==> src/rtl/dummy_unused_never.sv <==
// Holds no logic; the block lives in the other design files.

==> src/rtl/gcm_pkg.sv <==
// Shared constants for the monitor channel command handler.
// Assumes one system clock; link timing is sampled, not clocked.
package gcm_pkg;
    // Monitor channel command bytes
    localparam logic [7:0] CMD_GND_KEY_WR = 8'hE8;
    localparam logic [7:0] CMD_GND_KEY_RD = 8'hE9;
    localparam logic [7:0] CMD_RT_RD = 8'h4D;
    localparam logic [7:0] CMD_RT_RD_CLR = 8'h4F;
    localparam logic [7:0] CMD_MASK_WR = 8'h6C;
    localparam logic [7:0] CMD_MASK_RD = 8'h6D;
    localparam logic [7:0] CMD_GAIN_WR = 8'h50;
    localparam logic [7:0] CMD_GAIN_RD = 8'h51;
    localparam logic [7:0] CMD_TXG_WR = 8'h80;
    localparam logic [7:0] CMD_TXG_RD = 8'h81;
    localparam int RW_BIT = 0;
    localparam int CLR_BIT = 1;
    localparam logic [3:0] MAX_DATA_BYTES = 4'hE;
    // Reset values
    localparam logic [3:0] GND_KEY_RST = 4'h0;
    localparam logic [7:0] MASK_RST = 8'hFF;
    localparam logic [7:0] GAIN_RST = 8'h00;
    localparam logic [15:0] TXG_RST = 16'hA9F0;
    // Analog gain byte fields
    localparam int ATT_DIS_BIT = 7;
    localparam int TX_GAIN_BIT = 6;
    localparam int RX_LOSS_BIT = 5;
    localparam int SCALE_MSB = 4;
    localparam logic signed [5:0] SCALE_OFFSET = 6'sh10;
    localparam logic [4:0] LOOPBACK_CODE = 5'h10;
    // Transmit gain fixed point, 16 fractional bits
    localparam logic signed [19:0] GAIN_ONE = 20'sh10000;
    localparam int DIGITS = 4;
    // Timing
    localparam int CLK_MHZ = 100;
    localparam int GND_KEY_UNIT_MS = 1;
    localparam int MS_CYCLES = GND_KEY_UNIT_MS * 1000 * CLK_MHZ;
    // Link frame layout, bits per frame and downstream valid flag slot
    localparam logic [4:0] FRAME_BITS = 5'h11;
    localparam logic [4:0] DN_VALID_IDX = 5'h08;
endpackage

==> src/rtl/gcm_mon_if.sv <==
// Byte carrier between the link shifter and the command core.
// Assumes both ends run on the same system clock.
`timescale 1ns/100ps
interface gcm_mon_if;
    logic rx_valid;
    logic rx_idle;
    logic [7:0] rx_byte;
    logic tx_valid;
    logic [7:0] tx_byte;
    logic tx_taken;
    logic [7:0] ci_byte;
    modport link (output rx_valid, rx_idle, rx_byte, tx_taken,
                  input tx_valid, tx_byte, ci_byte);
    modport core (input rx_valid, rx_idle, rx_byte, tx_taken,
                  output tx_valid, tx_byte, ci_byte);
endinterface

==> src/rtl/gcm_gnd_key_filter.sv <==
// Sampling filter for the odd real-time detector bits.
// Assumes tick_in is a one-cycle pulse per millisecond, same clock.
`timescale 1ns/100ps
module gcm_gnd_key_filter #(
    parameter int W = 4
) (
    input wire logic ref_clk_in,
    input wire logic rst_b_in,
    input wire logic tick_in,
    input wire logic [3:0] period_in,
    input wire logic [W-1:0] raw_in,
    output logic [W-1:0] filt_out
);
    logic [3:0] ticks;
    logic [W-1:0] last_sample;
    logic sample;

    // Period zero means no filtering: follow the input every clock
    assign sample = (period_in == 4'h0) || (tick_in && (ticks >= period_in - 4'h1));

    // Millisecond tick counter
    always_ff @(posedge ref_clk_in or negedge rst_b_in) begin
        if (!rst_b_in) begin
            ticks <= 4'h0;
        end else if (sample) begin
            ticks <= 4'h0;
        end else if (tick_in) begin
            ticks <= ticks + 4'h1;
        end
    end

    // Two agreeing samples one period apart are needed to move the output
    always_ff @(posedge ref_clk_in or negedge rst_b_in) begin
        if (!rst_b_in) begin
            last_sample <= '0;
            filt_out <= '0;
        end else if (sample) begin
            last_sample <= raw_in;
            if (period_in == 4'h0) begin
                filt_out <= raw_in;
            end else begin
                filt_out <= (raw_in & last_sample) | (filt_out & (raw_in | last_sample));
            end
        end
    end
endmodule

==> src/rtl/gcm_link.sv <==
// Serial link shifter: one monitor byte each way per frame plus C/I.
// Assumes link clock, frame sync and data are pins from outside.
`timescale 1ns/100ps
module gcm_link (
    input wire logic ref_clk_in,
    input wire logic rst_b_in,
    input wire logic dcl_in,
    input wire logic fsc_in,
    input wire logic dd_in,
    output logic du_out,
    output logic du_oe_out,
    gcm_mon_if.link mon
);
    logic [2:0] pin_meta;
    logic [2:0] pin_sync;
    logic dcl_prev;
    logic rise;
    logic fall;
    logic [4:0] rx_idx;
    logic [4:0] cur_idx;
    logic [7:0] rx_sh;
    logic [16:0] up_word;
    logic [4:0] up_cnt;

    // Two-flop synchronisers; only the second stage is read
    always_ff @(posedge ref_clk_in or negedge rst_b_in) begin
        if (!rst_b_in) begin
            pin_meta <= 3'h0;
            pin_sync <= 3'h0;
            dcl_prev <= 1'b0;
        end else begin
            pin_meta <= {dcl_in, fsc_in, dd_in};
            pin_sync <= pin_meta;
            dcl_prev <= pin_sync[2];
        end
    end

    assign rise = pin_sync[2] && !dcl_prev;
    assign fall = !pin_sync[2] && dcl_prev;
    assign cur_idx = pin_sync[1] ? 5'h00 : rx_idx;

    // Downstream: byte MSB first, then a flag saying the byte is present
    always_ff @(posedge ref_clk_in or negedge rst_b_in) begin
        if (!rst_b_in) begin
            rx_idx <= 5'h1F;
            rx_sh <= 8'h00;
            mon.rx_valid <= 1'b0;
            mon.rx_idle <= 1'b0;
            mon.rx_byte <= 8'h00;
        end else begin
            mon.rx_valid <= 1'b0;
            mon.rx_idle <= 1'b0;
            if (rise) begin
                if (cur_idx != 5'h1F) begin
                    rx_idx <= cur_idx + 5'h01;
                end
                if (cur_idx < gcm_pkg::DN_VALID_IDX) begin
                    rx_sh <= {rx_sh[6:0], pin_sync[0]};
                end else if (cur_idx == gcm_pkg::DN_VALID_IDX) begin
                    mon.rx_valid <= pin_sync[0];
                    mon.rx_idle <= !pin_sync[0];
                    mon.rx_byte <= rx_sh;
                end
            end
        end
    end

    // Upstream lags one bit: bit k is driven after the rise that took bit k
    always_ff @(posedge ref_clk_in or negedge rst_b_in) begin
        if (!rst_b_in) begin
            up_word <= 17'h1FFFF;
            up_cnt <= 5'h00;
            mon.tx_taken <= 1'b0;
            du_out <= 1'b1;
            du_oe_out <= 1'b0;
        end else begin
            mon.tx_taken <= 1'b0;
            if (rise && pin_sync[1]) begin
                up_word <= {mon.tx_valid ? mon.tx_byte : 8'hFF, mon.tx_valid, mon.ci_byte};
                up_cnt <= gcm_pkg::FRAME_BITS;
                mon.tx_taken <= mon.tx_valid;
            end else if (fall) begin
                if (up_cnt != 5'h00) begin
                    du_out <= up_word[16];
                    du_oe_out <= 1'b1;
                    up_word <= {up_word[15:0], 1'b1};
                    up_cnt <= up_cnt - 5'h01;
                end else begin
                    du_out <= 1'b1;
                    du_oe_out <= 1'b0;
                end
            end
        end
    end
endmodule

==> src/rtl/gcm_monitor_top.sv <==
// Monitor channel command handler: decodes command and data bytes,
// holds the settings registers, real-time data and interrupt.
// Assumes link pins and detector pins are asynchronous to ref_clk_in.
//
// Overview of operation
// - E8h writes, E9h reads ground key interval
// - Low nibble sets 0..15 ms sampling period
// - Reserved bits ignored on write, read zero
// - 4Dh reads real-time data, 4Fh also clears
// - Two bits per channel, channel one lowest
// - Real-time bits also sent in C/I field
// - 6Ch writes, 6Dh reads interrupt mask
// - Mask one blocks bit; resets to all ones
// - Masked changes never pull interrupt low
// - Command then up to 14 data bytes
// - Coefficient read sends two bytes
// - Upstream answer carries no command byte
// - 50h writes, 51h reads analog gain byte
// - Attenuator, 6 dB gain and loss bits
// - Scaling step equals code minus sixteen
// - Code 10000 selects full digital loopback
// - 80h writes, 81h reads two-byte coefficient
// - Sign bit zero plus, one minus
// - Gain is one plus nested signed shifts
// - Coefficient resets to A9F0h
// - E1 mode picks multiplexed hook bit
`timescale 1ns/100ps
module gcm_monitor_top #(
    parameter int MS_CYCLES = gcm_pkg::MS_CYCLES
) (
    input wire logic ref_clk_in,
    input wire logic rst_b_in,
    input wire logic dcl_in,
    input wire logic fsc_in,
    input wire logic dd_in,
    input wire logic [3:0] debounced_detector_bit_in,
    input wire logic [3:0] second_detector_input_in,
    input wire logic [3:0] multiplexed_hook_bit_in,
    input wire logic e1_mux_enable_in,
    output logic du_out,
    output logic du_oe_out,
    output logic int_b_out,
    output logic attenuator_on_out,
    output logic tx_gain_6db_out,
    output logic rx_loss_6db_out,
    output logic loopback_out,
    output logic signed [5:0] scaling_step_out,
    output logic signed [19:0] tx_gain_out
);
    typedef enum logic [1:0] {GCM_IDLE, GCM_DATA} gcm_state_t;

    gcm_mon_if mon ();
    gcm_state_t state;
    logic [12:0] det_meta;
    logic [12:0] det_sync;
    logic [3:0] odd_raw;
    logic [3:0] odd_filt;
    logic [7:0] rt_data;
    logic [7:0] rt_prev;
    logic [31:0] ms_cnt;
    logic ms_tick;
    logic [3:0] ground_key_interval;
    logic [7:0] detector_interrupt_mask;
    logic [7:0] analog_gain_scaling;
    logic [15:0] transmit_gain_coefficient;
    logic [7:0] cmd;
    logic [3:0] data_idx;
    logic cmd_go;
    logic wr_go;
    logic set_evt;
    logic clr_evt;
    logic pending;
    logic [7:0] resp0;
    logic [7:0] resp1;
    logic [1:0] resp_cnt;

    // Digits are evaluated innermost first: byte one high, low, byte two high, low
    function automatic logic signed [19:0] gcm_txg_eval(input logic [15:0] c);
        logic signed [19:0] x;
        logic signed [19:0] t;
        logic [3:0] d;
        x = gcm_pkg::GAIN_ONE;
        t = '0;
        d = 4'h0;
        for (int k = 0; k < gcm_pkg::DIGITS; k++) begin
            d = c[15 - 4 * k -: 4];
            t = x >>> d[2:0];
            x = d[3] ? gcm_pkg::GAIN_ONE - t : gcm_pkg::GAIN_ONE + t;
        end
        return x;
    endfunction

    gcm_link u_link (
        .ref_clk_in(ref_clk_in),
        .rst_b_in(rst_b_in),
        .dcl_in(dcl_in),
        .fsc_in(fsc_in),
        .dd_in(dd_in),
        .du_out(du_out),
        .du_oe_out(du_oe_out),
        .mon(mon.link)
    );

    // Detector pins and the E1 strap pass two flops before any use
    always_ff @(posedge ref_clk_in or negedge rst_b_in) begin
        if (!rst_b_in) begin
            det_meta <= 13'h0000;
            det_sync <= 13'h0000;
        end else begin
            det_meta <= {e1_mux_enable_in, multiplexed_hook_bit_in,
                         second_detector_input_in, debounced_detector_bit_in};
            det_sync <= det_meta;
        end
    end

    // Odd bit source depends on E1 multiplexing
    assign odd_raw = det_sync[12] ? det_sync[11:8] : det_sync[7:4];

    // Millisecond timebase for the sampling filter
    always_ff @(posedge ref_clk_in or negedge rst_b_in) begin
        if (!rst_b_in) begin
            ms_cnt <= 32'h0000_0000;
            ms_tick <= 1'b0;
        end else begin
            ms_tick <= (ms_cnt == 32'(MS_CYCLES - 1));
            ms_cnt <= (ms_cnt == 32'(MS_CYCLES - 1)) ? 32'h0000_0000 : ms_cnt + 32'h1;
        end
    end

    gcm_gnd_key_filter #(
        .W(4)
    ) u_filter (
        .ref_clk_in(ref_clk_in),
        .rst_b_in(rst_b_in),
        .tick_in(ms_tick),
        .period_in(ground_key_interval),
        .raw_in(odd_raw),
        .filt_out(odd_filt)
    );

    // Pack real-time byte: even bit first detector, odd bit filtered second detector or, in E1 mode, hook bit
    always_ff @(posedge ref_clk_in or negedge rst_b_in) begin
        if (!rst_b_in) begin
            rt_data <= 8'h00;
            rt_prev <= 8'h00;
        end else begin
            for (int i = 0; i < 4; i++) begin
                rt_data[2 * i] <= det_sync[i];
                rt_data[2 * i + 1] <= odd_filt[i];
            end
            rt_prev <= rt_data;
        end
    end

    // Same bits go upstream in the C/I field every frame
    assign mon.ci_byte = rt_data;

    // Byte strobes for command and data phases
    assign cmd_go = mon.rx_valid && (state == GCM_IDLE);
    assign wr_go = mon.rx_valid && (state == GCM_DATA)
                   && (data_idx < gcm_pkg::MAX_DATA_BYTES);

    // A new message starts only after a frame without a monitor byte
    always_ff @(posedge ref_clk_in or negedge rst_b_in) begin
        if (!rst_b_in) begin
            state <= GCM_IDLE;
            cmd <= 8'h00;
            data_idx <= 4'h0;
        end else begin
            case (state)
                GCM_IDLE: begin
                    if (mon.rx_valid) begin
                        cmd <= mon.rx_byte;
                        data_idx <= 4'h0;
                        state <= GCM_DATA;
                    end
                end
                GCM_DATA: begin
                    if (mon.rx_idle) begin
                        state <= GCM_IDLE;
                    end else if (wr_go) begin
                        data_idx <= data_idx + 4'h1;
                    end
                end
                default: begin
                    state <= GCM_IDLE;
                end
            endcase
        end
    end

    // Ground key interval; upper nibble is dropped on write
    always_ff @(posedge ref_clk_in or negedge rst_b_in) begin
        if (!rst_b_in) begin
            ground_key_interval <= gcm_pkg::GND_KEY_RST;
        end else if (wr_go && cmd == gcm_pkg::CMD_GND_KEY_WR && data_idx == 4'h0) begin
            ground_key_interval <= mon.rx_byte[3:0];
        end
    end

    // Interrupt mask, all bits masked out of reset
    always_ff @(posedge ref_clk_in or negedge rst_b_in) begin
        if (!rst_b_in) begin
            detector_interrupt_mask <= gcm_pkg::MASK_RST;
        end else if (wr_go && cmd == gcm_pkg::CMD_MASK_WR && data_idx == 4'h0) begin
            detector_interrupt_mask <= mon.rx_byte;
        end
    end

    // Analog gain and impedance scaling byte
    always_ff @(posedge ref_clk_in or negedge rst_b_in) begin
        if (!rst_b_in) begin
            analog_gain_scaling <= gcm_pkg::GAIN_RST;
        end else if (wr_go && cmd == gcm_pkg::CMD_GAIN_WR && data_idx == 4'h0) begin
            analog_gain_scaling <= mon.rx_byte;
        end
    end

    // Transmit gain coefficient, high byte first; extra bytes are ignored
    always_ff @(posedge ref_clk_in or negedge rst_b_in) begin
        if (!rst_b_in) begin
            transmit_gain_coefficient <= gcm_pkg::TXG_RST;
        end else if (wr_go && cmd == gcm_pkg::CMD_TXG_WR) begin
            if (data_idx == 4'h0) begin
                transmit_gain_coefficient[15:8] <= mon.rx_byte;
            end else if (data_idx == 4'h1) begin
                transmit_gain_coefficient[7:0] <= mon.rx_byte;
            end
        end
    end

    // Analog controls; code 10000 gives step zero and loopback together
    always_ff @(posedge ref_clk_in or negedge rst_b_in) begin
        if (!rst_b_in) begin
            attenuator_on_out <= 1'b1;
            tx_gain_6db_out <= 1'b0;
            rx_loss_6db_out <= 1'b0;
            loopback_out <= 1'b0;
            scaling_step_out <= -gcm_pkg::SCALE_OFFSET;
            tx_gain_out <= gcm_pkg::GAIN_ONE;
        end else begin
            attenuator_on_out <= !analog_gain_scaling[gcm_pkg::ATT_DIS_BIT];
            tx_gain_6db_out <= analog_gain_scaling[gcm_pkg::TX_GAIN_BIT];
            rx_loss_6db_out <= analog_gain_scaling[gcm_pkg::RX_LOSS_BIT];
            loopback_out <= analog_gain_scaling[gcm_pkg::SCALE_MSB:0]
                            == gcm_pkg::LOOPBACK_CODE;
            scaling_step_out <= $signed({1'b0, analog_gain_scaling[gcm_pkg::SCALE_MSB:0]})
                                - gcm_pkg::SCALE_OFFSET;
            tx_gain_out <= gcm_txg_eval(transmit_gain_coefficient);
        end
    end

    // Interrupt events: only unmasked changes count
    assign set_evt = |((rt_data ^ rt_prev) & ~detector_interrupt_mask);
    assign clr_evt = cmd_go && mon.rx_byte[7:2] == gcm_pkg::CMD_RT_RD[7:2]
                     && mon.rx_byte[gcm_pkg::RW_BIT] && mon.rx_byte[gcm_pkg::CLR_BIT];

    // A change in the same cycle as the clearing read wins over the clear
    always_ff @(posedge ref_clk_in or negedge rst_b_in) begin
        if (!rst_b_in) begin
            pending <= 1'b0;
            int_b_out <= 1'b1;
        end else begin
            if (set_evt) begin
                pending <= 1'b1;
            end else if (clr_evt) begin
                pending <= 1'b0;
            end
            int_b_out <= !pending;
        end
    end

    // Read answers are queued data bytes only, never an echoed command
    always_ff @(posedge ref_clk_in or negedge rst_b_in) begin
        if (!rst_b_in) begin
            resp0 <= 8'h00;
            resp1 <= 8'h00;
            resp_cnt <= 2'h0;
        end else if (cmd_go && mon.rx_byte[gcm_pkg::RW_BIT]) begin
            resp_cnt <= 2'h1;
            if (mon.rx_byte == gcm_pkg::CMD_GND_KEY_RD) begin
                resp0 <= {4'h0, ground_key_interval};
            end else if (mon.rx_byte == gcm_pkg::CMD_RT_RD
                         || mon.rx_byte == gcm_pkg::CMD_RT_RD_CLR) begin
                resp0 <= rt_data;
            end else if (mon.rx_byte == gcm_pkg::CMD_MASK_RD) begin
                resp0 <= detector_interrupt_mask;
            end else if (mon.rx_byte == gcm_pkg::CMD_GAIN_RD) begin
                resp0 <= analog_gain_scaling;
            end else if (mon.rx_byte == gcm_pkg::CMD_TXG_RD) begin
                resp0 <= transmit_gain_coefficient[15:8];
                resp1 <= transmit_gain_coefficient[7:0];
                resp_cnt <= 2'h2;
            end else begin
                resp_cnt <= 2'h0;
            end
        end else if (mon.tx_taken && resp_cnt != 2'h0) begin
            resp0 <= resp1;
            resp_cnt <= resp_cnt - 2'h1;
        end
    end

    assign mon.tx_valid = resp_cnt != 2'h0;
    assign mon.tx_byte = resp0;

    a_mask_reset: assert property (@(posedge ref_clk_in) disable iff (!rst_b_in)
        $rose(rst_b_in) |-> detector_interrupt_mask == 8'hFF)
        else $error("mask not all ones after reset");
    a_masked_quiet: assert property (@(posedge ref_clk_in) disable iff (!rst_b_in)
        $rose(pending) |-> $past(set_evt))
        else $error("interrupt raised without unmasked change");
    a_int_hold: assert property (@(posedge ref_clk_in) disable iff (!rst_b_in)
        pending && !clr_evt |=> pending)
        else $error("interrupt dropped without clearing read");
    a_int_clear: assert property (@(posedge ref_clk_in) disable iff (!rst_b_in)
        clr_evt && !set_evt |=> !pending ##1 int_b_out)
        else $error("clearing read left interrupt set");
    a_int_pin: assert property (@(posedge ref_clk_in) disable iff (!rst_b_in)
        set_evt |=> ##1 !int_b_out)
        else $error("interrupt pin not low after event");
    a_key_write: assert property (@(posedge ref_clk_in) disable iff (!rst_b_in)
        wr_go && cmd == 8'hE8 && data_idx == 4'h0
        |=> ground_key_interval == $past(mon.rx_byte[3:0]))
        else $error("ground key write lost");
    a_txg_value: assert property (@(posedge ref_clk_in) disable iff (!rst_b_in)
        (transmit_gain_coefficient == 16'hA9F0)[*2] |-> tx_gain_out == 20'sh1FEC0)
        else $error("transmit gain wrong for A9F0");
    a_loopback: assert property (@(posedge ref_clk_in) disable iff (!rst_b_in)
        analog_gain_scaling[4:0] == 5'h10 |=> loopback_out && scaling_step_out == 6'sh00)
        else $error("loopback code not honoured");
    a_rt_answer: assert property (@(posedge ref_clk_in) disable iff (!rst_b_in)
        cmd_go && mon.rx_byte == 8'h4D |=> resp0 == $past(rt_data) && resp_cnt == 2'h1)
        else $error("real-time read answer wrong");
    a_txg_read: assert property (@(posedge ref_clk_in) disable iff (!rst_b_in)
        cmd_go && mon.rx_byte == 8'h81
        |=> resp_cnt == 2'h2 && resp1 == $past(transmit_gain_coefficient[7:0]))
        else $error("coefficient read not two bytes");
endmodule

==> config.mk <==
export PLATFORM = sky130hd
export DESIGN_NAME = gcm_monitor_top
export DESIGN_NICKNAME = d
export VERILOG_FILES = /design/src/rtl/dummy_unused_never.sv /design/src/rtl/gcm_pkg.sv /design/src/rtl/gcm_mon_if.sv /design/src/rtl/gcm_gnd_key_filter.sv /design/src/rtl/gcm_link.sv /design/src/rtl/gcm_monitor_top.sv
export SDC_FILE = /design/constraint.sdc
export NUM_CORES = 1
export LEC_CHECK = 0
export ABC_CLOCK_PERIOD_IN_PS = 19500
export BUFFER_PORTS_ARGS = -buffer_cell sky130_fd_sc_hd__buf_2
export CAP_MARGIN = 40
export CORE_UTILIZATION = 55
export DETAILED_ROUTE_END_ITERATION = 8
export GPL_TIMING_DRIVEN = 0
export HOLD_SLACK_MARGIN = 0.08
export MAX_ROUTING_LAYER = met4
export PLACE_DENSITY = 0.72
export SLEW_MARGIN = 10
export SYNTH_ARGS = -nofsm -noshare
export SYNTH_HDL_FRONTEND = slang
export SYNTH_SLANG_ARGS = --single-unit
==> constraint.sdc <==
create_clock -name ref_clk_in -period 19.5 [get_ports ref_clk_in]
set_input_delay 3.9 -clock ref_clk_in [delete_from_list [all_inputs] [get_ports ref_clk_in]]
set_output_delay 3.9 -clock ref_clk_in [all_outputs]
set_load 0.01 [all_outputs]
# Word-level counts from Yosys, hierarchy flattened
# Index checks and enable logic that the tools add are counted.
dict set report word_totals {
  register_bits 242
  input_bits 18
  out_inout_bits 33
}
dict set report classes {
  add_sub_neg 16
  order_cmp 3
  n_eq_ne 22
  shift 4
  n_mux 49
  bitwise 14
  n_reduce_logical 50
}
# op count
set op_table {}
lappend op_table {{adder 18 x 20 -> 20 bit (first input constant)} 4}
lappend op_table {{2-to-1 mux 20 bit} 4}
lappend op_table {{subtractor 18 x 20 -> 20 bit (first input constant)} 4}
lappend op_table {{2-to-1 mux 8 bit} 8}
lappend op_table {{>>> shifter 20 x 3 -> 20 bit} 3}
lappend op_table {{2-to-1 mux 17 bit} 3}
lappend op_table {{== test 8 x 7 -> 1 bit (second input constant)} 6}
lappend op_table {{adder 32 x 1 -> 32 bit (second input constant)} 1}
lappend op_table {{== test 32 x 17 -> 1 bit (second input constant)} 1}
lappend op_table {{== test 8 bit (second input constant)} 4}
lappend op_table {{2-to-1 mux 32 bit} 1}
lappend op_table {{2-to-1 mux 4 bit} 7}
lappend op_table {{2-to-1 mux 5 bit} 4}
lappend op_table {{>>> shifter 18 x 3 -> 20 bit (first input constant)} 1}
lappend op_table {{logical AND 1 bit} 19}
lappend op_table {{2-to-1 mux 2 bit} 9}
lappend op_table {{AND reduction 2 bit} 8}
lappend op_table {{nonzero test 2 bit} 7}
lappend op_table {{2-to-1 mux 1 bit} 11}
lappend op_table {{adder 4 x 1 -> 4 bit (second input constant)} 2}
lappend op_table {{bitwise AND 4 bit} 2}
lappend op_table {{bitwise AND 8 bit} 1}
lappend op_table {{zero test 4 bit} 2}
lappend op_table {{NOT 8 bit} 1}
lappend op_table {{other kinds (30)} 45}

# Depth between registers and ports, before layout
# Gate-level depths: netlist of run 1.
dict set report logic_depth {
  ltp_word 12
  depth_mapped 30
  depth_no_buf 26
}

# Hierarchy
# From an unflattened synthesis of run 1, not the netlist that was laid out.
dict set report hier_totals {
  hier_cells 1804
  area_unflattened_um2 16409.5
}
# module n_inst cells_per_inst area_each_um2
set by_module_without_submodules {}
lappend by_module_without_submodules {gcm_monitor_top 1 1523 13202.7}
lappend by_module_without_submodules {gcm_link 1 209 2406.1}
lappend by_module_without_submodules {gcm_gnd_key_filter 1 72 800.8}

# Worst setup path after synthesis of run 1
# Ideal clock, no wire load.
dict set report synth_timing {
  path_kind {register -> register}
  from {reg transmit_gain_coefficient[13]}
  to {reg tx_gain_out[17]}
  setup_ns 0.133
  arrival_time_ns 6.227
  path_slack_ns 13.140
  stages_incl_launch_ff 28
  n_path_buf 4
  synth_period_minus_slack_ns 6.360
  cell_sequence {dfstp_2 > buf_2 > buf_2 > buf_2 > inv_1 > ha_1 > o21a_2 > a22oi_1 > nand2_1 > a222oi_1 > a21oi_1 > xor2_1 > o21ai_0 > a221o_1 > inv_1 > ha_1 > nand3_1 > a211oi_4 > nand3_1 > buf_4 > mux2i_1 > a221oi_1 > a211oi_1 > a2111oi_2 > nor3_2 > and4b_1 > a2111oi_2 > nor3_1}
}
dict set report synth_via {
  elab_chain_len 12
}
# element line
set synth_lines {}
lappend synth_lines {{start, declared} gcm_monitor_top.sv:65} ;# logic [15:0] transmit_gain_coefficient;
lappend synth_lines {{start signal, assigned} gcm_monitor_top.sv:222} ;# transmit_gain_coefficient <= gcm_pkg::TXG_RST;
lappend synth_lines {{start signal, assigned} gcm_monitor_top.sv:225} ;# transmit_gain_coefficient[15:8] <= mon.rx_byte;
lappend synth_lines {{>>> shifter 18 x 3 -> 20 bit *} gcm_monitor_top.sv:87} ;# t = x >>> d[2:0];
lappend synth_lines {{adder 18 x 20 -> 20 bit or subtractor 18 x 20 -> 20 bit (tied branches)} gcm_monitor_top.sv:88} ;# x = d[3] ? gcm_pkg::GAIN_ONE - t : gcm_pkg::GAIN_ONE + t;
lappend synth_lines {{2-to-1 mux 20 bit *} gcm_monitor_top.sv:88}
lappend synth_lines {{>>> shifter 20 x 3 -> 20 bit *} gcm_monitor_top.sv:87}
lappend synth_lines {{adder 18 x 20 -> 20 bit or subtractor 18 x 20 -> 20 bit (tied branches)} gcm_monitor_top.sv:88}
lappend synth_lines {{2-to-1 mux 20 bit *} gcm_monitor_top.sv:88}
lappend synth_lines {{>>> shifter 20 x 3 -> 20 bit *} gcm_monitor_top.sv:87}
lappend synth_lines {{adder 18 x 20 -> 20 bit or subtractor 18 x 20 -> 20 bit (tied branches)} gcm_monitor_top.sv:88}
lappend synth_lines {{2-to-1 mux 20 bit *} gcm_monitor_top.sv:88}
lappend synth_lines {{>>> shifter 20 x 3 -> 20 bit *} gcm_monitor_top.sv:87}
lappend synth_lines {{adder 18 x 20 -> 20 bit or subtractor 18 x 20 -> 20 bit (tied branches)} gcm_monitor_top.sv:88}
lappend synth_lines {{2-to-1 mux 20 bit *} gcm_monitor_top.sv:88}
lappend synth_lines {{end signal, assigned} gcm_monitor_top.sv:240} ;# tx_gain_out <= gcm_pkg::GAIN_ONE;
lappend synth_lines {{end signal, assigned} gcm_monitor_top.sv:249} ;# tx_gain_out <= gcm_txg_eval(transmit_gain_coefficient);
lappend synth_lines {{end, declared} gcm_monitor_top.sv:48} ;# output logic signed [19:0] tx_gain_out
# Every way passes the cells marked *; elsewhere a longest branch is shown, timed or not.
# A chain may end at the register's enable or synchronous reset.

# Final worst setup path of run 1
# Ends and elaborated chain as after synthesis.

==> results.py, run 1 <==
metrics = {
    "outcome": {
        "outcome": "finished, final reports clean",
    },
    "cts": {
        "cts_setup_buffers": 0,
        "tritoncts": "built",
        "clock_buffers_created_by_tritoncts": 25,
        "cts_max_level": 1,
        "clkSinkCount": 240,
        "cts_resized": 0,
        "root_buffer": "sky130_fd_sc_hd__clkbuf_16",
        "clk_pin_slew_ps": 60,
        "worst_skew_pair.late_latency_ps": 540,
        "post_cts_hold_buffer_count": 0,
        "clockBufferDepth": 3,
    },
    "critical_path": {
        "max_stage_delay_ps": 820,
        "crit_slowest_cell": "sky130_fd_sc_hd__o32ai_1",
        "worstReg2RegStart": "transmit_gain_coefficient[13]",
        "worstSetupPathDepth": 23,
        "critical_path.startpoint_type": "register",
        "critPathLaunch": "transmit_gain_coefficient[13]",
        "path_common_cell": "sky130_fd_sc_hd__buf_2",
        "timing.critical_path.max_delay_family": "compound AO/OA/AOI/OAI gates",
        "critical_path_buf_inv_count": 5,
        "cp_max_fo": 10,
        "crit_path_end_kind": "register",
        "critical_path.cell_chain": "buf_2, buf_2, buf_2, inv_1, ha_1, nor2b_1, mux2i_1, nand2_2, o311a_1, nand2b_1, clkbuf_1, or4_1, nand4_1, o32ai_1, o32ai_1, o21ai_1, o21ai_1, xnor2_1, a2111oi_2, nor3_2, and4b_1, a2111oi_2, nor3_1",
        "timing.critical_path.arrival_ps": 8490,
        "ff2ff_setup_slack_ps": 11420,
        "rr_worst_depth": 23,
        "regToRegEndpoint": "tx_gain_out[17]",
        "setup.worst_path.class": "register to register",
        "critical_path_required_ps": 19910,
        "worst_setup_path_endpoint": "tx_gain_out[17]",
    },
    "floorplanning": {
        "fp.coreArea_sq_um": 29600,
        "io_pins": 51,
        "die_height_microns": 176,
        "dieWidth_microns": 176,
        "rows": 63,
        "die-area_sq_um": 30900,
        "floorplan.initialDensity": 0.560,
    },
    "route": {
        "drtPass1Iterations": 7,
        "drtAntennaViolNets": 0,
        "num_vias": 15526,
        "total_wirelength_of_the_detailed_routed_design_microns": 49700,
        "drc": 0,
        "first_iter_violations": 1839,
        "route.detailed.wl_per_inst_microns": 21.1,
        "drt-vias-per-instance": 6.60,
    },
    "finish": {
        "multi_input_area_sq_um": 9800,
        "layout.cells.most_common": "sky130_fd_sc_hd__dfrtp_1",
        "drive_gt1_frac": 0.151,
        "final_cells": 2351,
        "filler_cell_count": 2637,
        "area_overhead_vs_synth_pct": 9.85,
        "regArea_sq_um": 6060,
        "final_cell_mix": "sky130_fd_sc_hd__dfrtp_1, sky130_fd_sc_hd__nand2_1, sky130_fd_sc_hd__nor2_1, sky130_fd_sc_hd__a21oi_1, sky130_fd_sc_hd__clkbuf_1",
        "final_cell_area_sq_um": 18200,
        "fin_nets": 1991,
    },
    "logic_synthesis": {
        "async_flop_share": 1.00,
        "synthesized_area_sq_um": 16600,
        "ys_seq_elements": 240,
        "synth_cell_types": 111,
        "synthesis.instances": 1861,
        "yosys_warnings": 0,
        "synth_enable_flop_cells": 0,
        "synthesis.area_per_instance_sq_um": 8.91,
        "seq_area_frac_synth": 0.365,
        "synth_fp_nets": 1911,
        "synthFlopType": "sky130_fd_sc_hd__dfrtp_1",
    },
    "power_and_ir_drop": {
        "peakVddDrop_v": 0.0000861,
        "p_int_w": 0.000846,
        "power.share.switching": 0.230,
        "power_density_nw_per_um2": 60.3,
        "proportion_of_power_drawn_by_the_clock_network": 0.429,
        "power_leakage_nw": 7.79,
        "power.combinational.fraction": 0.061,
        "pwr-share-seq": 0.510,
        "switching_power_w": 0.000252,
    },
    "timing": {
        "report.final.hold_viol_count": 0,
        "fin_hold_ws_ps": 347,
        "fin_crit_sh": 0.414,
        "finClkSkew_ps": 37.9,
        "period_minus_slack_ps": 8080,
        "worst_slew_pin_slew_ps": 1000,
        "setup_viol_count_final": 0,
        "totalNegativeSetupSlack_ps": 0,
        "maxSlewHeadroom": 0.325,
        "final-max-slew-violation-count": 0,
        "grt_setup_unrepaired": "no",
        "max_freq_ghz": 0.124,
    },
    "global_routing": {
        "grt_start_max_net_pins": 117,
        "grt_pass1_vias": 14667,
        "groute.usage.overall": 0.332,
        "grt-ovfl-total": 0,
        "global_route_wire_length_before_repair_microns": 79100,
        "grt_antenna_before_repair": 1,
    },
    "place": {
        "post-place-cells": 2304,
        "routabilityCongestion": 1.04,
        "io_buffer_count": 50,
        "place.detailed.hpwl_microns": 37500,
        "place_area_sq_um": 17400,
    },
    "run": {
        "drv.max_cap_violation_count": 0,
    },
    "hold_path": {
        "worst_hold_path_type": "register to register",
    },
}
## logic make-up after synthesis
kind of cell | synth area share
AND/OR/NAND/NOR | 0.212
buffers and inverters | 0.0442
AO/OA/AOI/OAI | 0.230
multiplexers | 0.0819
flip-flops | 0.365
XOR/XNOR | 0.0427
adder cells (fa/ha/maj) | 0.0241
## stage by stage
stage / utilization / power, W / setup WS (ps)
floorplan: - / 0.000608 / 13140
global placement: 0.585 / 0.000631 / 10520
detailed placement: 0.587 / 0.000637 / 11690
CTS: 0.615 / 0.00111 / 11660
global route: 0.615 / 0.00114 / 11020
finish: 0.615 / 0.00110 / 11420
## flip-flops by register name, summed over array words and instances, names as in the netlist, 13 cells and up
name	cells
transmit_gain_coefficient	16
det_meta	13
det_sync	13
ms_cnt	32
tx_gain_out	20
u_link.up_word	17
## worst reg2reg max path, cell delays in order (launching register included)
cell	delay, ps
sky130_fd_sc_hd__dfstp_2	580
sky130_fd_sc_hd__buf_2	220
sky130_fd_sc_hd__buf_2	240
sky130_fd_sc_hd__buf_2	260
sky130_fd_sc_hd__inv_1	100
sky130_fd_sc_hd__ha_1	230
sky130_fd_sc_hd__nor2b_1	380
sky130_fd_sc_hd__mux2i_1	400
sky130_fd_sc_hd__nand2_2	200
sky130_fd_sc_hd__o311a_1	450
sky130_fd_sc_hd__nand2b_1	220
sky130_fd_sc_hd__clkbuf_1	290
sky130_fd_sc_hd__or4_1	470
sky130_fd_sc_hd__nand4_1	290
sky130_fd_sc_hd__o32ai_1	150
sky130_fd_sc_hd__o32ai_1	820
sky130_fd_sc_hd__o21ai_1	380
sky130_fd_sc_hd__o21ai_1	350
sky130_fd_sc_hd__xnor2_1	250
sky130_fd_sc_hd__a2111oi_2	730
sky130_fd_sc_hd__nor3_2	190
sky130_fd_sc_hd__and4b_1	280
sky130_fd_sc_hd__a2111oi_2	390
sky130_fd_sc_hd__nor3_1	110
## power by group through the flow
stage	registers (W)	logic, W	clock network (W)
3_3_place_gp	0.000567	0.0000640	0
4_1_cts	0.000560	0.0000685	0.000479
3_5_place_dp	0.000568	0.0000684	0
5_1_grt	0.000563	0.0000767	0.000498
6_report	0.000560	0.0000669	0.000471
2_1_floorplan	0.000562	0.0000456	0
## Yosys cell counts, types with 14 or more instances
cell	count	area (sq um)
sky130_fd_sc_hd__o211ai_1	16	120
sky130_fd_sc_hd__nand3_1	61	305
sky130_fd_sc_hd__mux2i_1	50	500
sky130_fd_sc_hd__o21a_1	17	128
sky130_fd_sc_hd__a221o_1	14	140
sky130_fd_sc_hd__xor2_1	21	184
sky130_fd_sc_hd__nor3_1	52	260
sky130_fd_sc_hd__a21o_1	21	158
sky130_fd_sc_hd__ha_1	32	400
sky130_fd_sc_hd__inv_1	44	165
sky130_fd_sc_hd__o31ai_1	16	120
sky130_fd_sc_hd__dfstp_2	43	1130
sky130_fd_sc_hd__and2_1	25	156
sky130_fd_sc_hd__nand2_1	193	724
sky130_fd_sc_hd__xnor2_1	58	508
sky130_fd_sc_hd__a211oi_1	27	203
sky130_fd_sc_hd__nor2_1	179	672
sky130_fd_sc_hd__a21oi_1	100	500
sky130_fd_sc_hd__o21ai_0	76	380
sky130_fd_sc_hd__and3_1	32	200
sky130_fd_sc_hd__nand4_1	24	150
sky130_fd_sc_hd__clkbuf_1	85	319
sky130_fd_sc_hd__nor4_1	20	125
sky130_fd_sc_hd__o22ai_1	19	119
sky130_fd_sc_hd__nor2b_1	17	106
sky130_fd_sc_hd__dfrtp_1	197	4930
sky130_fd_sc_hd__a31oi_1	24	150
sky130_fd_sc_hd__mux2_2	59	664
## layout make-up
type | count | share of cell area
multi-input cells | 1451 | 0.538
flip-flops and latches | 240 | 0.333
clock buffers | 35 | 0.0380
plain buffers | 122 | 0.0304
well taps | 390 | 0.0268
repair buffers | 53 | 0.0176
inverters | 48 | 0.00989
clock inverters | 11 | 0.00680
diodes | 1 | 0.000137
## worst min path at each step
stage	startpoint	end	slack, ps	depth (start not counted)
4_1_cts	det_sync[3]	mon.ci_byte[6]	350	0
2_1_floorplan	det_meta[0]	det_sync[0]	330	0
5_1_grt	det_sync[3]	mon.ci_byte[6]	350	0
6_report	det_meta[2]	det_sync[2]	350	0
3_5_place_dp	det_sync[3]	mon.ci_byte[6]	330	0
3_3_place_gp	det_meta[3]	det_sync[3]	330	0
## routing by layer
metal	up-vias	routed length, microns	global-route usage
met5	-	0	-
met4	0	1500	0.111
met3	115	4170	0.0595
met2	719	22900	0.516
met1	7584	21100	0.439
li1	7108	-	-
Power figures use the tool's default switching activity.
==> run 2, diff against run 1 <==
--- a/config.mk
+++ b/config.mk
@@ -5,7 +5,7 @@
 export SDC_FILE = /design/constraint.sdc
 export NUM_CORES = 1
 export LEC_CHECK = 0
-export ABC_CLOCK_PERIOD_IN_PS = 19500
+export ABC_CLOCK_PERIOD_IN_PS = 6800
 export BUFFER_PORTS_ARGS = -buffer_cell sky130_fd_sc_hd__buf_2
 export CAP_MARGIN = 40
 export CORE_UTILIZATION = 55
@@ -13,7 +13,7 @@
 export GPL_TIMING_DRIVEN = 0
 export HOLD_SLACK_MARGIN = 0.08
 export MAX_ROUTING_LAYER = met4
-export PLACE_DENSITY = 0.72
+export PLACE_DENSITY = 0.75
 export SLEW_MARGIN = 10
 export SYNTH_ARGS = -nofsm -noshare
 export SYNTH_HDL_FRONTEND = slang
==> constraint.sdc (replaced) <==
create_clock -name ref_clk_in -period 6.8 [get_ports ref_clk_in]
set_input_delay 1.36 -clock ref_clk_in [delete_from_list [all_inputs] [get_ports ref_clk_in]]
set_output_delay 1.36 -clock ref_clk_in [all_outputs]
set_load 0.01 [all_outputs]
==> results.py, run 2 (synthesis results as in run 1) <==
metrics = {
    "outcome": {
        "outcome": "finished, final reports clean",
    },
    "floorplanning": {
        "dieWidth_microns": 176,
        "die_height_microns": 176,
        "io_pins": 51,
        "fp.coreArea_sq_um": 29600,
        "floorplan.initialDensity": 0.560,
        "die-area_sq_um": 30900,
        "rows": 63,
    },
    "hold_path": {
        "hold-path-endpoint": "det_sync[2]",
        "worstHoldPathCells": 0,
        "worstHoldStart": "det_meta[2]",
        "worst_hold_path_type": "register to register",
    },
    "timing": {
        "fin_hold_ws_ps": 340,
        "fin_crit_sh": 0.991,
        "period_minus_slack_ps": 6740,
        "max_freq_ghz": 0.148,
        "final-max-slew-violation-count": 0,
        "setup_viol_count_final": 0,
        "report.final.hold_viol_count": 0,
        "worst_slew_pin_slew_ps": 892,
        "maxSlewHeadroom": 0.403,
        "finClkSkew_ps": 11.5,
    },
    "finish": {
        "top_register": "ms_cnt",
        "fin_nets": 2039,
        "antenna_cells": 0,
        "final_cell_mix": "sky130_fd_sc_hd__dfrtp_1, sky130_fd_sc_hd__nand2_1, sky130_fd_sc_hd__nor2_1, sky130_fd_sc_hd__a21oi_1, sky130_fd_sc_hd__clkbuf_1",
        "number_of_flip_flops_under_the_largest_register_name": 32,
        "drive_gt1_frac": 0.211,
        "layout.cells.most_common": "sky130_fd_sc_hd__dfrtp_1",
        "reg_top3": "ms_cnt: 32 flops, tx_gain_out: 20 flops, u_link.up_word: 17 flops",
        "final_core_utilization": 0.652,
        "area_overhead_vs_synth_pct": 16.5,
        "filler_cell_count": 2475,
    },
    "place": {
        "io_buffer_count": 50,
        "place.detailed.hpwl_microns": 38500,
        "routabilityCongestion": 1.01,
    },
    "power_and_ir_drop": {
        "power_density_nw_per_um2": 169,
        "power_leakage_nw": 8.21,
        "peakVddDrop_v": 0.000232,
    },
    "run": {
        "drv.max_cap_violation_count": 0,
    },
    "cts": {
        "clock_buffers_created_by_tritoncts": 26,
        "tritoncts": "built",
        "clkSinkCount": 240,
        "root_buffer": "sky130_fd_sc_hd__clkbuf_16",
        "cts_max_level": 1,
        "post_cts_hold_buffer_count": 0,
        "worst_skew_pair.late_latency_ps": 530,
        "clk_pin_slew_ps": 60,
        "clockBufferDepth": 3,
    },
    "critical_path": {
        "critical_path.startpoint_type": "register",
        "critical_path_required_ps": 7190,
        "setup.worst_path.class": "register to register",
        "critPathLaunch": "transmit_gain_coefficient[13]",
        "regToRegEndpoint": "tx_gain_out[18]",
        "timing.critical_path.arrival_ps": 7130,
        "cp_max_fo": 19,
        "worstReg2RegStart": "transmit_gain_coefficient[13]",
        "ff2ff_setup_slack_ps": 60,
        "crit_path_end_kind": "register",
        "rr_worst_depth": 24,
    },
    "route": {
        "total_wirelength_of_the_detailed_routed_design_microns": 52600,
        "drt-vias-per-instance": 6.68,
        "num_vias": 16020,
        "drtAntennaViolNets": 0,
        "drtPass1Iterations": 7,
        "route.detailed.wl_per_inst_microns": 21.9,
        "first_iter_violations": 2167,
        "drc": 0,
    },
    "global_routing": {
        "grt_start_max_net_pins": 118,
        "grt_pass1_vias": 14823,
        "groute.usage.overall": 0.342,
        "grt-ovfl-total": 0,
        "grt_antenna_before_repair": 0,
        "global_route_wire_length_before_repair_microns": 81200,
    },
}
==> run 2: where the power goes <==
part           switching, W  total (W)  internal [W]
clock network      0.000555    0.00145      0.000896
registers         0.0000607    0.00161       0.00155
logic              0.000110   0.000198     0.0000887
==> run 2: stage by stage <==
step	cells	cell area [sq um]	worst slack, ps	total power [W]	setup TNS [ps]
2_1_floorplan	1861	16600	440	0.00174	0
3_3_place_gp	2301	17300	-1110	0.00181	-11910
3_5_place_dp	2304	17400	-1090	0.00183	-11530
4_1_cts	2362	18600	13.7	0.00328	0
5_1_grt	2399	19300	-64.9	0.00337	-160
6_report	2399	19300	58.7	0.00326	0
==> run 2: critical path: stages, from the launching register on <==
cell and delay, ps:
sky130_fd_sc_hd__dfstp_2 590, sky130_fd_sc_hd__buf_12 160, sky130_fd_sc_hd__buf_6 150, sky130_fd_sc_hd__inv_1 70
sky130_fd_sc_hd__ha_1 230, sky130_fd_sc_hd__o21a_4 250, sky130_fd_sc_hd__a22oi_2 290, sky130_fd_sc_hd__nand2_2 120
sky130_fd_sc_hd__a221o_1 400, sky130_fd_sc_hd__or3_1 360, sky130_fd_sc_hd__buf_2 190, sky130_fd_sc_hd__buf_6 170
sky130_fd_sc_hd__a311oi_4 370, sky130_fd_sc_hd__o2111ai_4 210, sky130_fd_sc_hd__a32o_2 300, sky130_fd_sc_hd__a211oi_4 350
sky130_fd_sc_hd__nand3_2 210, sky130_fd_sc_hd__o21ai_2 270, sky130_fd_sc_hd__mux2i_1 350, sky130_fd_sc_hd__o31ai_1 170
sky130_fd_sc_hd__mux4_2 590, sky130_fd_sc_hd__nor2b_4 140, sky130_fd_sc_hd__nand4_1 190, sky130_fd_sc_hd__o31ai_2 360
sky130_fd_sc_hd__xnor2_1 90
==> run 2: cell type report <==
cell class                 count  area [sq um]  share of cell area
multi-input combinational   1452         10400               0.540
sequential                   240          6060               0.314
clock buffer                  40           774              0.0401
timing repair buffer         103           702              0.0363
buffer                       118           567              0.0293
tap                          390           488              0.0253
inverter                      48           180             0.00932
clock inverter                 8           121             0.00628
==> run 2: what timing repair did <==
action,CTS,global route
setup buffers,12,38
gates cloned,0,1
gates resized for setup,40,88
pin swaps,14,38
setup endpoints to repair,17,14
==> run 2: worst max-delay path by stage <==
stage	to	cells past startpoint
2_1_floorplan	tx_gain_out[17]	27
3_3_place_gp	tx_gain_out[18]	23
3_5_place_dp	tx_gain_out[18]	23
4_1_cts	tx_gain_out[17]	25
5_1_grt	tx_gain_out[18]	25
6_report	tx_gain_out[18]	24
==> run 2: per-layer routing <==
metal  track usage  part of all wire
met4         0.108             0.036
met1         0.457              0.42
met2         0.535              0.46
met5             -                 0
met3        0.0509             0.085
==> run 3, diff against run 2 <==
==> constraint.sdc (replaced) <==
create_clock -name ref_clk_in -period 6.8 [get_ports ref_clk_in]
set_input_delay 0.34 -clock ref_clk_in [delete_from_list [all_inputs] [get_ports ref_clk_in]]
set_output_delay 0.34 -clock ref_clk_in [all_outputs]
set_load 0.01 [all_outputs]
==> results.py, run 3 (synthesis results as in run 1) <==
metrics = {
    "cts": {
        "clk_pin_slew_ps": 60,
        "tritoncts": "built",
        "worst_skew_pair.late_latency_ps": 530,
        "root_buffer": "sky130_fd_sc_hd__clkbuf_16",
        "clockBufferDepth": 3,
        "clock_buffers_created_by_tritoncts": 26,
        "clkSinkCount": 240,
        "cts_max_level": 1,
    },
    "timing": {
        "period_minus_slack_ps": 6750,
        "setup_viol_count_final": 0,
        "maxSlewHeadroom": 0.394,
        "finClkSkew_ps": 12.6,
        "fin_hold_ws_ps": 195,
        "setup_slack_ps": 47.5,
        "fin_crit_sh": 0.993,
        "final-max-slew-violation-count": 0,
        "report.final.hold_viol_count": 0,
        "worst_slew_pin_slew_ps": 906,
        "max_freq_ghz": 0.148,
    },
    "route": {
        "route.detailed.wl_per_inst_microns": 21.9,
        "drc": 0,
        "num_vias": 15994,
        "total_wirelength_of_the_detailed_routed_design_microns": 52900,
        "met2_length_microns": 24100,
        "drtAntennaViolNets": 0,
        "first_iter_violations": 2151,
        "drt-vias-per-instance": 6.62,
        "maxUsedRoutingLayer": "met4",
        "drtPass1Iterations": 8,
        "route.met3.wl_microns": 4630,
        "met1Wirelength_microns": 22200,
    },
    "place": {
        "worst_slack_after_detailed_placement_ps": -1090,
        "place.detailed.hpwl_microns": 38500,
        "routabilityCongestion": 1.01,
        "io_buffer_count": 50,
    },
    "global_routing": {
        "grt_pass1_vias": 14921,
        "grt_antenna_before_repair": 0,
        "grt-ovfl-total": 0,
        "groute.usage.overall": 0.343,
        "grt_start_max_net_pins": 118,
        "global_route_wire_length_before_repair_microns": 81500,
    },
    "power_and_ir_drop": {
        "power_density_nw_per_um2": 168,
        "power_leakage_nw": 8.28,
        "power.combinational.fraction": 0.063,
        "switching_power_w": 0.000730,
        "proportion_of_power_drawn_by_the_clock_network": 0.445,
        "pwr-share-seq": 0.492,
        "power.share.switching": 0.223,
        "p_int_w": 0.00254,
        "peakVddDrop_v": 0.000237,
    },
    "critical_path": {
        "timing.critical_path.arrival_ps": 7140,
        "crit_path_end_kind": "register",
        "timing.critical_path.max_delay_family": "compound AO/OA/AOI/OAI gates",
        "cp_max_fo": 19,
        "max_stage_delay_ps": 590,
        "critical_path_buf_inv_count": 6,
        "critical_path.startpoint_type": "register",
        "critical_path_required_ps": 7190,
        "crit_slowest_cell": "sky130_fd_sc_hd__dfstp_2",
        "setup.worst_path.class": "register to register",
    },
    "floorplanning": {
        "dieWidth_microns": 176,
        "fp.coreArea_sq_um": 29600,
        "die_height_microns": 176,
        "die-area_sq_um": 30900,
        "rows": 63,
        "io_pins": 51,
        "floorplan.initialDensity": 0.560,
    },
    "finish": {
        "fin_nets": 2056,
        "top_register": "ms_cnt",
        "area_overhead_vs_synth_pct": 17.5,
        "final_cell_mix": "sky130_fd_sc_hd__dfrtp_1, sky130_fd_sc_hd__nand2_1, sky130_fd_sc_hd__nor2_1, sky130_fd_sc_hd__a21oi_1, sky130_fd_sc_hd__clkbuf_1",
        "reg_top3": "ms_cnt: 32 flops, tx_gain_out: 20 flops, u_link.up_word: 17 flops",
        "number_of_flip_flops_under_the_largest_register_name": 32,
        "antenna_cells": 0,
        "drive_gt1_frac": 0.209,
        "filler_cell_count": 2451,
        "layout.cells.most_common": "sky130_fd_sc_hd__dfrtp_1",
    },
    "hold_path": {
        "worst_hold_path_type": "input pin to async pin",
    },
    "run": {
        "drv.max_cap_violation_count": 0,
    },
    "outcome": {
        "outcome": "finished, final reports clean",
    },
}
-- run 3: changes by cell type in the layout (fill, tap and decap cells not counted) --
cell                            delta
sky130_fd_sc_hd__dlygate4sd3_1    +17
-- run 3: timing repair --
| action | in CTS | in global routing |
|---|---|---|
| setup buffers | 12 | 38 |
| endpoints found under the setup margin | 17 | 14 |
| endpoints found under the hold margin | 115 | 0 |
| hold buffers | 17 | 0 |
| pin swaps | 14 | 38 |
| cloned | 0 | 1 |
| resized for setup | 40 | 88 |
-- run 3: worst reg2reg max path, stage by stage, from the launching register on --
cell                        delay [ps]
sky130_fd_sc_hd__dfstp_2           590
sky130_fd_sc_hd__buf_12            160
sky130_fd_sc_hd__buf_6             150
sky130_fd_sc_hd__inv_1              70
sky130_fd_sc_hd__ha_1              230
sky130_fd_sc_hd__o21a_4            250
sky130_fd_sc_hd__a22oi_2           290
sky130_fd_sc_hd__nand2_2           120
sky130_fd_sc_hd__a221o_1           400
sky130_fd_sc_hd__or3_1             360
sky130_fd_sc_hd__buf_2             190
sky130_fd_sc_hd__buf_6             170
sky130_fd_sc_hd__a311oi_4          380
sky130_fd_sc_hd__o2111ai_4         210
sky130_fd_sc_hd__a32o_2            300
sky130_fd_sc_hd__a211oi_4          350
sky130_fd_sc_hd__and3_1            230
sky130_fd_sc_hd__buf_6             140
sky130_fd_sc_hd__nand2_2            90
sky130_fd_sc_hd__a2111oi_4         400
sky130_fd_sc_hd__nand2_2           140
sky130_fd_sc_hd__mux4_2            570
sky130_fd_sc_hd__nor2b_4           150
sky130_fd_sc_hd__nand4_1           190
sky130_fd_sc_hd__o31ai_2           360
sky130_fd_sc_hd__xnor2_1            90
-- run 3: layer usage --
layer,up-vias,track usage
li1,7229,-
met1,7742,0.457
met2,858,0.540
met3,165,0.0509
met4,0,0.108
met5,-,-
-- run 3: final cells by class --
type / instances / area, sq um / share of cell area
plain buffers: 118 / 567 / 0.0291
clock inverters: 8 / 121 / 0.00623
repair buffers: 120 / 872 / 0.0447
clock buffers: 40 / 774 / 0.0397
inverters: 48 / 180 / 0.00924
multi-input cells: 1452 / 10400 / 0.535
flip-flops and latches: 240 / 6060 / 0.311
well taps: 390 / 488 / 0.0250
-- run 3: path summary, 6_finish.rpt --
check / startpoint / endpoint / slack [ps] / cells past startpoint
max in group asynchronous: rst_b_in / data_idx[3] / 5290 / 4
min in group ref_clk_in: det_sync[1] / mon.ci_byte[2] / 340 / 0
min: rst_b_in / tx_gain_out[2] / 190 / 2
max reg2reg: transmit_gain_coefficient[13] / tx_gain_out[18] / 50 / 25
max: transmit_gain_coefficient[13] / tx_gain_out[18] / 50 / 25
min reg2reg: det_sync[1] / mon.ci_byte[2] / 340 / 0
-- run 3: per-stage QoR --
stage               TNS (ps)  area [sq um]  cells  total power [W]  utilization
floorplan                  0         16600   1861          0.00174            -
finish                     0         19500   2416          0.00327        0.658
CTS                        0         18800   2379          0.00329        0.633
detailed placement    -11530         17400   2304          0.00183        0.587
global placement      -11910         17300   2301          0.00181        0.585
global route            -160         19500   2416          0.00338        0.658
-- run 3: power by group through the flow --
| stage | registers, W | clock network [W] | logic [W] |
|---|---|---|---|
| floorplan | 0.00161 | 0 | 0.000131 |
| global route | 0.00162 | 0.00153 | 0.000235 |
| finish | 0.00161 | 0.00145 | 0.000206 |
| CTS | 0.00161 | 0.00147 | 0.000210 |
| global placement | 0.00163 | 0 | 0.000182 |
| detailed placement | 0.00163 | 0 | 0.000199 |
